`src/headroom_gain_pkg.sv`:
```
// constants, register map and decode functions for the headroom gain compressor
package headroom_gain_pkg;

  // register offsets
  localparam logic [7:0] ADDR_VOLUME = 8'h2D;
  localparam logic [7:0] ADDR_GAIN_SCALE = 8'h2E;
  localparam logic [7:0] ADDR_MIN_ROTATION = 8'h31;

  // values after reset
  localparam logic [7:0] VOLUME_RESET = 8'h00;
  localparam logic [7:0] GAIN_SCALE_RESET = 8'h00;
  localparam logic [7:0] MIN_ROTATION_RESET = 8'h00;

  // field positions
  localparam int RAMP_BYPASS_BIT = 7;
  localparam int UPPER_NIBBLE_LSB = 4;
  localparam logic [6:0] MUTE_CODE = 7'h7F;

  // 0.5 dB units; 12 units make one 6 dB halving
  localparam logic [7:0] HALF_DB_PER_OCTAVE = 8'h0C;
  localparam logic [7:0] GAIN_HEADROOM_HALF_DB = 8'h0C;
  localparam logic [5:0] LEVEL_FLOOR = 6'h3F;

  // supply ADC: 5.35 V plus 50 mV per code, in 10 mV units
  localparam logic [11:0] SUPPLY_BASE_CV = 12'h217;
  localparam logic [11:0] SUPPLY_STEP_CV = 12'h005;

  // converter full scale 2.1 dBV and analog gain base 9.5 dB, in 0.1 dB units
  localparam logic [7:0] DAC_FULL_SCALE_TENTH_DBV = 8'h15;
  localparam logic [7:0] FS_GAIN_BASE_TENTH_DB = 8'h5F;
  localparam logic [7:0] FS_GAIN_STEP_TENTH_DB = 8'h0A;
  localparam logic [3:0] LAST_GAIN_CODE = 4'hB;

  // timing
  localparam int CLOCK_MHZ = 250;
  localparam int ATTACK_STEP_NS = 17500;
  localparam int ATTACK_STEP_CYCLES = (ATTACK_STEP_NS * CLOCK_MHZ + 999) / 1000;
  localparam int RELEASE_UNIT_MS = 1;
  localparam int RELEASE_UNIT_CYCLES = RELEASE_UNIT_MS * CLOCK_MHZ * 1000;
  localparam int VOLUME_STEP_NS = 10000;
  localparam int VOLUME_STEP_CYCLES = (VOLUME_STEP_NS * CLOCK_MHZ + 999) / 1000;

  typedef enum logic [3:0] {
    MODE_PASS = 4'b0001,
    MODE_COMPRESS = 4'b0010,
    MODE_HARD_LIMIT = 4'b0100,
    MODE_RATIO_HOLD = 4'b1000
  } comp_mode_t;

  // linear factor of an attenuation of n half-dB, Q15 (8000 is unity)
  function automatic logic [15:0] half_db_to_q15(input logic [7:0] n);
    logic [15:0] m;
    logic [7:0] q;
    logic [3:0] r;
    q = n / HALF_DB_PER_OCTAVE;
    r = 4'(n % HALF_DB_PER_OCTAVE);
    unique case (r)
      4'h0: m = 16'h8000;
      4'h1: m = 16'h78D7;
      4'h2: m = 16'h7215;
      4'h3: m = 16'h6BB3;
      4'h4: m = 16'h65AD;
      4'h5: m = 16'h5FFD;
      4'h6: m = 16'h5A9E;
      4'h7: m = 16'h558C;
      4'h8: m = 16'h50C3;
      4'h9: m = 16'h4C3F;
      4'hA: m = 16'h47FB;
      4'hB: m = 16'h43F4;
      default: m = 16'h0000;
    endcase
    return m >> q;
  endfunction

  // peak output voltage of 0 dBFS, 10 mV units; reserved codes act as the top setting
  function automatic logic [10:0] peak_voltage_cv(input logic [3:0] code, input logic min_table);
    logic [10:0] v;
    unique case (code)
      4'h0: v = 11'h219;
      4'h1: v = 11'h25B;
      4'h2: v = 11'h2A5;
      4'h3: v = 11'h2F7;
      4'h4: v = 11'h354;
      4'h5: v = 11'h3BC;
      4'h6: v = 11'h430;
      4'h7: v = 11'h4B3;
      4'h8: v = 11'h546;
      4'h9: v = 11'h5EB;
      4'hA: v = 11'h6A3;
      default: v = min_table ? 11'h708 : 11'h773;
    endcase
    return v;
  endfunction

endpackage

```
`src/sample_gain_stage.sv`:
```
// one-cycle multiply of a sample by a half-dB attenuation with saturation
`timescale 1ns/10ps
`default_nettype none
module sample_gain_stage #(
  parameter int W = 24
) (
  input wire logic clk_i,
  input wire logic rst_i,
  input wire logic signed [W-1:0] sample_i,
  input wire logic valid_i,
  input wire logic [7:0] net_atten_i,
  input wire logic mute_i,
  output logic signed [W-1:0] sample_o,
  output logic valid_o
);
  localparam logic signed [W+16:0] POS_LIMIT = (W+17)'({1'b0, {(W-1){1'b1}}});
  localparam logic signed [W+16:0] NEG_LIMIT = -POS_LIMIT - (W+17)'(1);

  logic [15:0] factor;
  logic signed [W+16:0] product;
  logic signed [W+16:0] scaled;
  logic signed [W-1:0] next_sample;

  assign factor = headroom_gain_pkg::half_db_to_q15(net_atten_i);
  assign product = (W+17)'(sample_i) * $signed({1'b0, factor});
  // unity sits 12 half-dB down the table, so shift by 14 instead of 15 for 6 dB of boost room
  assign scaled = product >>> 14;

  always_comb begin
    if (mute_i) begin
      next_sample = '0;
    end else if (scaled > POS_LIMIT) begin
      next_sample = W'(POS_LIMIT);
    end else if (scaled < NEG_LIMIT) begin
      next_sample = W'(NEG_LIMIT);
    end else begin
      next_sample = W'(scaled);
    end
  end

  always_ff @(posedge clk_i) begin
    if (rst_i) begin
      sample_o <= '0;
      valid_o <= 1'b0;
    end else begin
      valid_o <= valid_i;
      if (valid_i) begin
        sample_o <= next_sample;
      end
    end
  end
endmodule // sample_gain_stage
`default_nettype wire

```
`src/headroom_gain_compressor.sv`:
```
// volume, digital gain, output scaling and supply-tracking compressor datapath
`timescale 1ns/10ps
`default_nettype none
module headroom_gain_compressor #(
  parameter int SAMPLE_W = 24,
  parameter int ATTACK_STEP_CYCLES = headroom_gain_pkg::ATTACK_STEP_CYCLES,
  parameter int RELEASE_UNIT_CYCLES = headroom_gain_pkg::RELEASE_UNIT_CYCLES
) (
  input wire logic CORE_CLK_I,
  input wire logic RST_I,
  input wire logic [7:0] REG_ADDR_I,
  input wire logic [7:0] REG_WDATA_I,
  input wire logic REG_WRITE_I,
  input wire logic REG_READ_I,
  output logic [7:0] REG_RDATA_O,
  output logic REG_RDATA_VALID_O,
  input wire logic signed [SAMPLE_W-1:0] SAMPLE_I,
  input wire logic SAMPLE_VALID_I,
  input wire logic [7:0] SUPPLY_RAW_I,
  input wire logic [7:0] SUPPLY_FILT_I,
  input wire logic SUPPLY_FILTER_SELECT_I,
  input wire logic [2:0] ATTACK_RATE_I,
  input wire logic [2:0] RELEASE_RATE_I,
  input wire logic SHUTDOWN_I,
  output logic signed [SAMPLE_W-1:0] SAMPLE_O,
  output logic SAMPLE_VALID_O,
  output logic [7:0] ANALOG_GAIN_O,
  output logic [7:0] OUTPUT_LEVEL_OFFSET_O,
  output logic [3:0] COMPRESSOR_MODE_O,
  output logic [5:0] COMPRESSOR_ATTEN_O,
  output logic VOLUME_SETTLED_O
);
  // rotation level in half-dB below full scale
  function automatic logic [5:0] rotation_half_db(input logic [3:0] code);
    logic [5:0] r;
    unique case (code)
      4'h0: r = 6'h01;
      4'h1: r = 6'h02;
      4'h2: r = 6'h04;
      4'h3: r = 6'h06;
      4'h4: r = 6'h08;
      4'h5: r = 6'h08;
      4'h6: r = 6'h0C;
      4'h7: r = 6'h0C;
      4'h8: r = 6'h14;
      4'h9: r = 6'h18;
      4'hA: r = 6'h1E;
      default: r = 6'h24;
    endcase
    return r;
  endfunction

  function automatic logic [7:0] pre_gain_half_db(input logic [3:0] code);
    logic [7:0] g;
    unique case (code)
      4'h9: g = 8'h0A;
      4'hA: g = 8'h0C;
      default: g = (code <= 4'h8) ? {4'h0, code} : 8'h00;
    endcase
    return g;
  endfunction

  function automatic logic [12:0] release_ms(input logic [2:0] code);
    logic [12:0] t;
    unique case (code)
      3'h0: t = 13'h002D;
      3'h1: t = 13'h00E1;
      3'h2: t = 13'h01C2;
      3'h3: t = 13'h047E;
      3'h4: t = 13'h08CA;
      3'h5: t = 13'h0C1C;
      3'h6: t = 13'h1194;
      default: t = 13'h1A5E;
    endcase
    return t;
  endfunction

  logic [7:0] volume_attenuation;
  logic [7:0] gain_and_output_scaling;
  logic [7:0] min_gain_and_rotation;

  always_ff @(posedge CORE_CLK_I) begin
    if (RST_I) begin
      volume_attenuation <= headroom_gain_pkg::VOLUME_RESET;
      gain_and_output_scaling <= headroom_gain_pkg::GAIN_SCALE_RESET;
      min_gain_and_rotation <= headroom_gain_pkg::MIN_ROTATION_RESET;
    end else if (REG_WRITE_I) begin
      // reserved codes are stored as written and only clamped where they are decoded, except pre-gain codes B-F, which decode to 0 half-dB
      unique case (REG_ADDR_I)
        headroom_gain_pkg::ADDR_VOLUME: volume_attenuation <= REG_WDATA_I;
        headroom_gain_pkg::ADDR_GAIN_SCALE: gain_and_output_scaling <= REG_WDATA_I;
        headroom_gain_pkg::ADDR_MIN_ROTATION: min_gain_and_rotation <= REG_WDATA_I;
        default: ;
      endcase
    end
  end

  always_ff @(posedge CORE_CLK_I) begin
    if (RST_I) begin
      REG_RDATA_O <= 8'h00;
      REG_RDATA_VALID_O <= 1'b0;
    end else begin
      REG_RDATA_VALID_O <= REG_READ_I;
      if (REG_READ_I) begin
        unique case (REG_ADDR_I)
          headroom_gain_pkg::ADDR_VOLUME: REG_RDATA_O <= volume_attenuation;
          headroom_gain_pkg::ADDR_GAIN_SCALE: REG_RDATA_O <= gain_and_output_scaling;
          headroom_gain_pkg::ADDR_MIN_ROTATION: REG_RDATA_O <= min_gain_and_rotation;
          default: REG_RDATA_O <= 8'h00;
        endcase
      end
    end
  end

  logic [6:0] volume_attenuation_code;
  logic volume_ramp_bypass;
  logic [3:0] pre_conversion_gain;
  logic [3:0] full_scale_output_gain;
  logic [3:0] minimum_gain_voltage;
  logic [3:0] rotation_level_select;
  logic [3:0] fs_code_valid;

  assign volume_attenuation_code = volume_attenuation[6:0];
  assign volume_ramp_bypass = volume_attenuation[headroom_gain_pkg::RAMP_BYPASS_BIT];
  assign pre_conversion_gain = gain_and_output_scaling[headroom_gain_pkg::UPPER_NIBBLE_LSB +: 4];
  assign full_scale_output_gain = gain_and_output_scaling[3:0];
  assign minimum_gain_voltage = min_gain_and_rotation[headroom_gain_pkg::UPPER_NIBBLE_LSB +: 4];
  assign rotation_level_select = min_gain_and_rotation[3:0];
  assign fs_code_valid = (full_scale_output_gain > headroom_gain_pkg::LAST_GAIN_CODE) ?
                         headroom_gain_pkg::LAST_GAIN_CODE : full_scale_output_gain;

  logic [7:0] next_analog_gain;
  assign next_analog_gain = 8'(headroom_gain_pkg::FS_GAIN_BASE_TENTH_DB +
                               8'(fs_code_valid) * headroom_gain_pkg::FS_GAIN_STEP_TENTH_DB);

  always_ff @(posedge CORE_CLK_I) begin
    if (RST_I) begin
      ANALOG_GAIN_O <= headroom_gain_pkg::FS_GAIN_BASE_TENTH_DB;
      OUTPUT_LEVEL_OFFSET_O <= 8'(headroom_gain_pkg::FS_GAIN_BASE_TENTH_DB +
                                  headroom_gain_pkg::DAC_FULL_SCALE_TENTH_DBV);
    end else begin
      ANALOG_GAIN_O <= next_analog_gain;
      OUTPUT_LEVEL_OFFSET_O <= 8'(next_analog_gain + headroom_gain_pkg::DAC_FULL_SCALE_TENTH_DBV);
    end
  end

  // supply and level measurement: a 64-step scan compares each quantity against
  // thresholds 0.5 dB apart, trading a slow refresh for no logarithm hardware
  logic [7:0] supply_code;
  logic [11:0] supply_cv;
  logic [10:0] peak_cv;
  logic [10:0] min_cv;
  logic [5:0] scan_idx;
  logic [15:0] scan_factor;
  logic [11:0] peak_ref;
  logic [SAMPLE_W-1:0] input_ref;
  logic [SAMPLE_W-1:0] sample_mag;
  logic [SAMPLE_W-1:0] window_peak;
  logic supply_hit;
  logic min_hit;
  logic input_hit;
  logic supply_found;
  logic min_found;
  logic input_found;
  logic [5:0] supply_acc;
  logic [5:0] min_acc;
  logic [5:0] input_acc;
  logic [5:0] supply_level;
  logic [5:0] min_level;
  logic [5:0] input_level;

  assign supply_code = SUPPLY_FILTER_SELECT_I ? SUPPLY_FILT_I : SUPPLY_RAW_I;
  assign supply_cv = 12'(headroom_gain_pkg::SUPPLY_BASE_CV +
                         12'(supply_code) * headroom_gain_pkg::SUPPLY_STEP_CV);
  assign peak_cv = headroom_gain_pkg::peak_voltage_cv(fs_code_valid, 1'b0);
  assign min_cv = headroom_gain_pkg::peak_voltage_cv(minimum_gain_voltage, 1'b1);
  assign scan_factor = headroom_gain_pkg::half_db_to_q15({2'b00, scan_idx});
  assign peak_ref = 12'((27'(peak_cv) * 27'(scan_factor)) >> 15);
  assign input_ref = SAMPLE_W'({{(SAMPLE_W-16){1'b0}}, scan_factor} << (SAMPLE_W-16));
  assign sample_mag = SAMPLE_I[SAMPLE_W-1] ? SAMPLE_W'(~SAMPLE_I + 1'b1) : SAMPLE_W'(SAMPLE_I);
  assign supply_hit = supply_cv >= peak_ref;
  assign min_hit = 12'(min_cv) >= peak_ref;
  assign input_hit = window_peak >= input_ref;

  always_ff @(posedge CORE_CLK_I) begin
    if (RST_I) begin
      scan_idx <= 6'h00;
      supply_found <= 1'b0;
      min_found <= 1'b0;
      input_found <= 1'b0;
      supply_acc <= headroom_gain_pkg::LEVEL_FLOOR;
      min_acc <= headroom_gain_pkg::LEVEL_FLOOR;
      input_acc <= headroom_gain_pkg::LEVEL_FLOOR;
      supply_level <= 6'h00;
      min_level <= headroom_gain_pkg::LEVEL_FLOOR;
      input_level <= headroom_gain_pkg::LEVEL_FLOOR;
      window_peak <= '0;
    end else begin
      scan_idx <= scan_idx + 6'h01;
      if (!supply_found && supply_hit) begin
        supply_found <= 1'b1;
        supply_acc <= scan_idx;
      end
      if (!min_found && min_hit) begin
        min_found <= 1'b1;
        min_acc <= scan_idx;
      end
      if (!input_found && input_hit) begin
        input_found <= 1'b1;
        input_acc <= scan_idx;
      end
      if (SAMPLE_VALID_I && sample_mag > window_peak) begin
        window_peak <= sample_mag;
      end
      if (scan_idx == headroom_gain_pkg::LEVEL_FLOOR) begin
        supply_level <= supply_found ? supply_acc : headroom_gain_pkg::LEVEL_FLOOR;
        min_level <= min_found ? min_acc : headroom_gain_pkg::LEVEL_FLOOR;
        input_level <= input_found ? input_acc : headroom_gain_pkg::LEVEL_FLOOR;
        supply_found <= 1'b0;
        min_found <= 1'b0;
        input_found <= 1'b0;
        window_peak <= SAMPLE_VALID_I ? sample_mag : '0;
      end
    end
  end

  // mode selection and target attenuation
  headroom_gain_pkg::comp_mode_t mode;
  headroom_gain_pkg::comp_mode_t next_mode;
  logic [5:0] rotation_level;
  logic [5:0] ratio_supply;
  logic [11:0] ratio_product;
  logic [5:0] next_target;
  logic [5:0] target;

  assign rotation_level = rotation_half_db(rotation_level_select);

  always_comb begin
    if (supply_level == 6'h00) begin
      next_mode = headroom_gain_pkg::MODE_PASS;
    end else if (supply_level > min_level) begin
      next_mode = headroom_gain_pkg::MODE_RATIO_HOLD;
    end else if (supply_level > rotation_level) begin
      next_mode = headroom_gain_pkg::MODE_HARD_LIMIT;
    end else begin
      next_mode = headroom_gain_pkg::MODE_COMPRESS;
    end
  end

  // in ratio hold the supply depth is pinned at the minimum-gain depth, so output clips
  assign ratio_supply = (mode == headroom_gain_pkg::MODE_RATIO_HOLD) ? min_level : supply_level;
  assign ratio_product = 12'(ratio_supply) * 12'(rotation_level - input_level);

  always_comb begin
    next_target = 6'h00;
    unique case (mode)
      headroom_gain_pkg::MODE_PASS: next_target = 6'h00;
      headroom_gain_pkg::MODE_COMPRESS,
      headroom_gain_pkg::MODE_RATIO_HOLD: begin
        if (input_level < rotation_level) begin
          next_target = 6'(ratio_product / 12'(rotation_level));
        end
      end
      headroom_gain_pkg::MODE_HARD_LIMIT: begin
        if (input_level < supply_level) begin
          next_target = supply_level - input_level;
        end
      end
      default: next_target = 6'h00;
    endcase
  end

  always_ff @(posedge CORE_CLK_I) begin
    if (RST_I) begin
      mode <= headroom_gain_pkg::MODE_PASS;
      target <= 6'h00;
    end else begin
      mode <= next_mode;
      target <= next_target;
    end
  end

  // ballistics: one half-dB step per period; the step time never looks at
  // the output, so clipping does not change how long an attack takes
  logic [5:0] comp_atten;
  logic [31:0] ballistic_timer;
  logic [31:0] attack_period;
  logic [31:0] release_period;

  assign attack_period = 32'(ATTACK_STEP_CYCLES) << ATTACK_RATE_I;
  assign release_period = 32'(RELEASE_UNIT_CYCLES) * 32'(release_ms(RELEASE_RATE_I));

  always_ff @(posedge CORE_CLK_I) begin
    if (RST_I) begin
      comp_atten <= 6'h00;
      ballistic_timer <= 32'h0000_0000;
    end else if (comp_atten < target) begin
      if (ballistic_timer >= attack_period - 32'h1) begin
        comp_atten <= comp_atten + 6'h01;
        ballistic_timer <= 32'h0000_0000;
      end else begin
        ballistic_timer <= ballistic_timer + 32'h1;
      end
    end else if (comp_atten > target) begin
      if (ballistic_timer >= release_period - 32'h1) begin
        comp_atten <= comp_atten - 6'h01;
        ballistic_timer <= 32'h0000_0000;
      end else begin
        ballistic_timer <= ballistic_timer + 32'h1;
      end
    end else begin
      ballistic_timer <= 32'h0000_0000;
    end
  end

  always_ff @(posedge CORE_CLK_I) begin
    if (RST_I) begin
      COMPRESSOR_MODE_O <= headroom_gain_pkg::MODE_PASS;
      COMPRESSOR_ATTEN_O <= 6'h00;
    end else begin
      COMPRESSOR_MODE_O <= mode;
      COMPRESSOR_ATTEN_O <= comp_atten;
    end
  end

  // volume ramp: starts from mute after reset and returns to mute on shutdown
  logic [6:0] applied_volume;
  logic [6:0] volume_goal;
  logic [11:0] volume_timer;
  logic volume_mute;

  assign volume_goal = SHUTDOWN_I ? headroom_gain_pkg::MUTE_CODE : volume_attenuation_code;

  always_ff @(posedge CORE_CLK_I) begin
    if (RST_I) begin
      applied_volume <= headroom_gain_pkg::MUTE_CODE;
      volume_timer <= 12'h000;
    end else if (volume_ramp_bypass) begin
      applied_volume <= volume_goal;
      volume_timer <= 12'h000;
    end else if (applied_volume == volume_goal) begin
      volume_timer <= 12'h000;
    end else if (volume_timer == 12'(headroom_gain_pkg::VOLUME_STEP_CYCLES - 1)) begin
      volume_timer <= 12'h000;
      if (applied_volume < volume_goal) begin
        applied_volume <= applied_volume + 7'h01;
      end else begin
        applied_volume <= applied_volume - 7'h01;
      end
    end else begin
      volume_timer <= volume_timer + 12'h001;
    end
  end

  always_ff @(posedge CORE_CLK_I) begin
    if (RST_I) begin
      VOLUME_SETTLED_O <= 1'b0;
    end else begin
      VOLUME_SETTLED_O <= (applied_volume == volume_goal);
    end
  end

  assign volume_mute = (applied_volume == headroom_gain_pkg::MUTE_CODE);

  // all three stages fold into one multiply: volume and compressor add depth, gain removes it
  logic [7:0] net_atten;
  assign net_atten = 8'({1'b0, applied_volume} + {2'b00, comp_atten} +
                        headroom_gain_pkg::GAIN_HEADROOM_HALF_DB -
                        pre_gain_half_db(pre_conversion_gain));

  sample_gain_stage #(
    .W(SAMPLE_W)
  ) u_gain (
    .clk_i(CORE_CLK_I),
    .rst_i(RST_I),
    .sample_i(SAMPLE_I),
    .valid_i(SAMPLE_VALID_I),
    .net_atten_i(net_atten),
    .mute_i(volume_mute),
    .sample_o(SAMPLE_O),
    .valid_o(SAMPLE_VALID_O)
  );
endmodule // headroom_gain_compressor
`default_nettype wire

```
`config.mk`:
```
export PLATFORM = sky130hd
export DESIGN_NAME = headroom_gain_compressor
export DESIGN_NICKNAME = d
export VERILOG_FILES = /design/src/headroom_gain_pkg.sv /design/src/sample_gain_stage.sv /design/src/headroom_gain_compressor.sv
export SDC_FILE = /design/constraint.sdc
export NUM_CORES = 2
export LEC_CHECK = 0
export ABC_AREA = 1
export BUFFER_PORTS_ARGS = -buffer_cell sky130_fd_sc_hd__clkbuf_2
export CORE_ASPECT_RATIO = 1.75
export CORE_MARGIN = 2
export CORE_UTILIZATION = 30
export CTS_BUF_LIST = sky130_fd_sc_hd__clkbuf_8
export CTS_CLUSTER_SIZE = 25
export DETAILED_ROUTE_END_ITERATION = 6
export HOLD_SLACK_MARGIN = 0.15
export SKIP_CTS_REPAIR_TIMING = 1
export SLEW_MARGIN = 40
export SYNTH_ARGS = -nofsm -noshare
export SYNTH_HDL_FRONTEND = slang
export SYNTH_HIERARCHICAL = 1
export SYNTH_SLANG_ARGS = --single-unit
```
`constraint.sdc`:
```
create_clock -name CORE_CLK_I -period 44.5 [get_ports CORE_CLK_I]
set_input_delay 6.675 -clock CORE_CLK_I [delete_from_list [all_inputs] [get_ports CORE_CLK_I]]
set_output_delay 6.675 -clock CORE_CLK_I [all_outputs]
set_load 0.01 [all_outputs]
```
[Word-level counts from Yosys, hierarchy flattened]
Memories as Yosys holds them, arrays and structs flattened. A register that Yosys moved wholly into a read port is not among the register bits.
Index checks and enable logic that the tools add are counted.
Storage, ports and cells
  register bits: 221
  bits in read-only memories: 960
  bits of input ports: 69
  output and inout port bits: 61
  memories: 5
Operators by class
  $add $sub $neg: 18
  multipliers: 6
  div/mod/pow operators: 5
  magnitude comparators: 17
  eq/ne operators: 20
  shift operators: 3
  muxes and demuxes: 39
  bitwise operators: 1
  reduce and logical (&&, ||, !) cells: 23
Memory list
  (no name shown): words 16, bits a word 16, rd ports 1, clocked after memory_dff 0, write ports 0, RTL line headroom_gain_pkg.sv:57  | unique case (r)
  (no name shown): words 16, bits a word 16, rd ports 1, clocked after memory_dff 0, write ports 0, RTL line headroom_gain_pkg.sv:57
  (no name shown): words 16, bits a word 11, rd ports 1, clocked after memory_dff 1, write ports 0, RTL line headroom_gain_pkg.sv:78  | unique case (code)
  (no name shown): words 16, bits a word 11, rd ports 1, clocked after memory_dff 0, write ports 0, RTL line headroom_gain_pkg.sv:78
  (no name shown): words 16, bits a word 6, rd ports 1, clocked after memory_dff 1, write ports 0, RTL line headroom_gain_compressor.sv:36  | unique case (code)
Operators with widths (number)
  24-bit 2-to-1 mux: 7
  32-bit 2-to-1 mux: 4
  13-bit one-hot mux with 7 select lines: 1
  32-bit greater-or-equal comparator: 2
  6-bit 2-to-1 mux: 10
  24-bit by 17-bit multiplier with 41-bit output: 1
  7-bit 2-to-1 mux: 5
  32-bit by 1-bit adder with 32-bit output, second input constant: 1
  13-bit by 3-bit left shift with 32-bit output, first input constant: 1
  16-bit by 8-bit right shift with 16-bit output: 2
  31-bit by 1-bit subtractor with 32-bit output, second input constant: 1
  32-bit by 1-bit subtractor with 32-bit output, second input constant: 1
  4-bit 2-to-1 mux: 7
  27-bit by 24-bit greater-than comparator with 1-bit output, second input constant: 1
  27-bit by 24-bit less-than comparator with 1-bit output, second input constant: 1
  11-bit by 16-bit multiplier with 27-bit output: 1
  14-bit by 13-bit multiplier with 27-bit output, first input constant: 1
  24-bit by 1-bit adder with 24-bit output, second input constant: 1
  8-bit by 6-bit equality test with 1-bit output, second input constant: 3
  24-bit greater-or-equal comparator: 1
  24-bit greater-than comparator: 1
  24-bit NOT: 1
  8-bit one-hot mux with 3 select lines: 1
  6-bit greater-than comparator: 3
  53 further kinds: 74

[Logic depth before layout (Yosys ltp)]
An unclocked memory read counts as a cell.
  word-level depth: 12
  gate-level depth with buffers: 158
  gate-level depth less buffers: 157

[Hierarchy]
Netlist, hierarchy kept.
By module, submodules not included
  headroom_gain_compressor: instances 1, cells each 3698, area an instance 27089.7 um^2
  sample_gain_stage: instances 1, cells each 2125, area an instance 16335.7 um^2

[Worst setup path before layout]
No wires, ideal clock.
  path type: flip-flop to flip-flop
  from: reg rotation_level[0] (netlist name)
  to: reg target[0]
  setup time: 0.136 ns
  arrival: 20.621 ns
  path slack: 23.743 ns
  cell stages (with the launch flop): 153
  buffers on the path: 1
  path through: dfxtp_1 > inv_1 > ha_1 > inv_1 > fa_1 > nand2_1 > nand2_1 > nand2_1 > xor2_1 > nand2_1 > fa_1 > fa_1 > inv_1 > fa_1 > inv_1 > fa_1 > inv_1 > ha_1 > (+117 left out) > nand3b_1 > nor2_2 > nand3_1 > buf_2 > nor2_1 > a21oi_1 > ha_1 > a21oi_1 > o21ai_0 > a21o_1 > a21oi_1 > nand3_1 > nor2_1 > nand3_1 > nand2_1 > nand2_1 > nor2_1 > nor2_1
On the way
  longest elaborated chain between the ends: 5
  elaborated cells on any way between the ends: 6
  classes of those cells: 1 x add/sub; 1 x mul; 1 x div; 1 x order compare; 2 x mux
RTL lines
  6-bit by 6-bit subtractor with 7-bit output: RTL line headroom_gain_compressor.sv:252  | assign ratio_product = 12'(ratio_supply) * 12'(rotation_level - input_level);
  7-bit by 7-bit multiplier with 12-bit output: RTL line headroom_gain_compressor.sv:252
  12-bit by 6-bit divider with 12-bit output: RTL line headroom_gain_compressor.sv:261  | next_target = 6'(ratio_product / 12'(rotation_level));
  6-bit 2-to-1 mux (*): RTL line headroom_gain_compressor.sv:260  | if (input_level < rotation_level) begin
  6-bit one-hot mux with 2 select lines (*): RTL line headroom_gain_compressor.sv:256  | unique case (mode)
  end signal: assignment: RTL line headroom_gain_compressor.sv:279  | target <= next_target;
  end: declaration: RTL line headroom_gain_compressor.sv:234  | logic [5:0] target;
Mark *: on every way between the ends. The rest lies on a longest branch, timed or not.
A chain may end at the register's enable or synchronous reset.

[Final worst setup path]
  from: reg rotation_level[0] (netlist name)
  to: reg target[0]
On the way
  longest elaborated chain between the ends: 5
  elaborated cells on any way between the ends: 6
  classes of those cells: 1 x add/sub; 1 x mul; 1 x div; 1 x order compare; 2 x mux
RTL lines (RTL line)
  6-bit by 6-bit subtractor with 7-bit output: headroom_gain_compressor.sv:252
  7-bit by 7-bit multiplier with 12-bit output: headroom_gain_compressor.sv:252
  12-bit by 6-bit divider with 12-bit output: headroom_gain_compressor.sv:261
  6-bit 2-to-1 mux (*): headroom_gain_compressor.sv:260
  6-bit one-hot mux with 2 select lines (*): headroom_gain_compressor.sv:256
Marked as above.

==> run metrics <==
status finished, final reports clean; Startpoint Class flop; cts bufs inserted 46; post-synth cell types 74; Bufs on Longest Clock Path 3; Die Wd 292 um; sequential fraction of the synthesis area 10.9%; Max Used Layer met5; Final Util 32.7%; Hold Crit Class reg2reg; num ports 130; ANT nets after route 0; Layout area overhead 8.20%; register area 4720 um2; Core ar. 144000 um2; Required @ worst endpoint 45090 ps; met3 routed WL 5.25 mm; first-pass GRT wire length 204 mm; ys async rst share 0%; Final Setup Violations 0; Final TNS setup 0 ps; maxcap violations 0; Slew @ Worst Pin 850 ps; Routed WL 125 mm; number of vias per cell 4.86; H-tree levels 2; Slew Limit Fails 0; clock skew 80.5 ps; Worst path most repeated cell nand2_1; Multi-input gate area 33600 um2; crit-path max FO 12; layout cell share with drive strength beyond 1 6.59%; final hold violation count 0; synthesized area per cell 7.46 um2; Worst path slowest cell fa_1; CP max stage delay 540 ps; relative slew slack 42.7%; CTS tree yes; Peak Freq 42.1 MHz; Clk Tree Root Cell clkbuf_8; EDFF count, synth 0; vias in the first global route 39800; Fill cells 15500; Final Cycle Share 53.4%; drt wl/cell 16.0 um; DR pass1 iterations 6; FF+latch count, synth 236; initial core utilization 30.2%; Iteration-0 DRC Markers 1737; mapped cell area 43400 um2; WP data arrival 24340 ps; critical path type reg2reg; Worst-path clk slew 70 ps; Via Count 37800; GRT Total Usage 17.1%; wire length on met2 67.7 mm; Nets 7083; Gate Count Post-Synth 5823; ys flop type dfxtp_1; Crit. End Element flop; Final Wtd Congestion 0.916; wl on met1 44.9 mm; RSZ-0062 raised after global routing no; min Tclk post-route 23750 ps; dpl cells 7696; clk_lat worst skew 710 ps; largest net degree at the start of global routing 46; antenna violations before repair 5; final global-route overflow total 0; number of buffers added on ports 127; HPWL after DPL 104 mm; Die Ht 507 um; row count 184; die area 148000 um2; hold slack 452 ps; clk sinks 236; DRC errors left 0; non-filler instance count after layout 7782; synth warn 6
==> cell usage after synthesis (all sizes together), types with 8 or more instances <==
master  count  area, um2
clkbuf     85        320
a21oi     305       1540
nor4       30        188
xnor2      71        641
nor3       65        325
nor3b      10       75.1
a211oi     22        165
nand3     233       1260
a31oi      23        144
clkinv     10       38.8
o21bai     20        150
fa        547      11000
o211ai     37        288
or2        23        144
buf        58        318
a21o       27        203
o31ai       8       65.1
xor2      120       1050
o221ai     17        149
ha        583       7290
inv      1202       4520
nor2      584       2290
dfxtp     236       4720
o21a       17        128
nand4      52        332
o21ai     218       1130
nand2    1168       4570
==> final cells by class <==
type	count	area share, %
timing repair buffer	154	1.79
sequential	236	10.1
inverter	1212	9.70
tap	1860	4.95
antenna	1	0.00533
clock buffer	52	1.52
clock inverter	33	0.562
multi-input combinational	4234	71.4
==> metrics by stage <==
step	worst slack [ps]	cell area, um2
3_3_place_gp	21290	46000
4_1_cts	20640	47000
6_report	20750	47000
2_1_floorplan	23740	43400
5_1_grt	17900	47000
3_5_place_dp	20740	46000
==> registers in the layout, indices dropped and copies added (netlist names), 7 cells and up <==
signal                   count
gain_and_output_scaling      8
ANALOG_GAIN_O                7
REG_RDATA_O                  8
volume_attenuation           8
min_gain_and_rotation        8
u_gain/sample_o             24
OUTPUT_LEVEL_OFFSET_O        7
min_cv                      11
applied_volume               7
volume_timer                12
window_peak                 24
ballistic_timer             32
==> per-layer routing <==
layer | track usage [%] | up-vias
li1 | - | 18300
met1 | 17.5 | 18200
met2 | 33.7 | 923
met3 | 2.15 | 355
met4 | 8.59 | 6
met5 | 0 | -
==> layout by cell type (no fill, tap or decap), types with 35 or more instances in the layout <==
cell	n
a21oi_1	302
clkbuf_2	126
clkbuf_8	52
dfxtp_1	236
fa_1	547
ha_1	583
inv_1	1193
nand2_1	1117
nand2_2	37
nand3_1	220
nand4_1	51
nor2_1	558
nor3_1	65
o211ai_1	35
o21ai_0	183
xnor2_1	70
xor2_1	120
==> worst paths after layout <==
kind                     startpoint              end  slack, ps  cells after the start
hold reg to reg     volume_timer[0]  volume_timer[0]        450                      1
setup / recovery  rotation_level[0]        target[0]      20750                    151
setup reg to reg  rotation_level[0]        target[0]      20750                    151
hold / removal      volume_timer[0]  volume_timer[0]        450                      1
==> critical path: cells and delay by family (launching register included) <==
family          cells  cell delay (ps)
flops               1              350
xor+xnor            1              290
compound gates     50             8190
fa+ha+maj          19             6670
buf+inv            27             2350
simple gates       54             5680
==> cells by family after synthesis <==
| group | count (synthesis) | synth area share (%) |
|---|---|---|
| AO/OA/AOI/OAI | 721 | 9.64 |
| XOR/XNOR | 191 | 3.90 |
| adder cells (fa/ha/maj) | 1130 | 42.0 |
| buffers and inverters | 1355 | 12.0 |
| flip-flops | 236 | 10.9 |
| multiplexers | 6 | 0.153 |
| other | 2 | 0.0173 |
| AND/OR/NAND/NOR | 2182 | 21.4 |
Power is not shown: default switching activity piles up to over one toggle a cycle in this logic, so the estimate is an artifact.
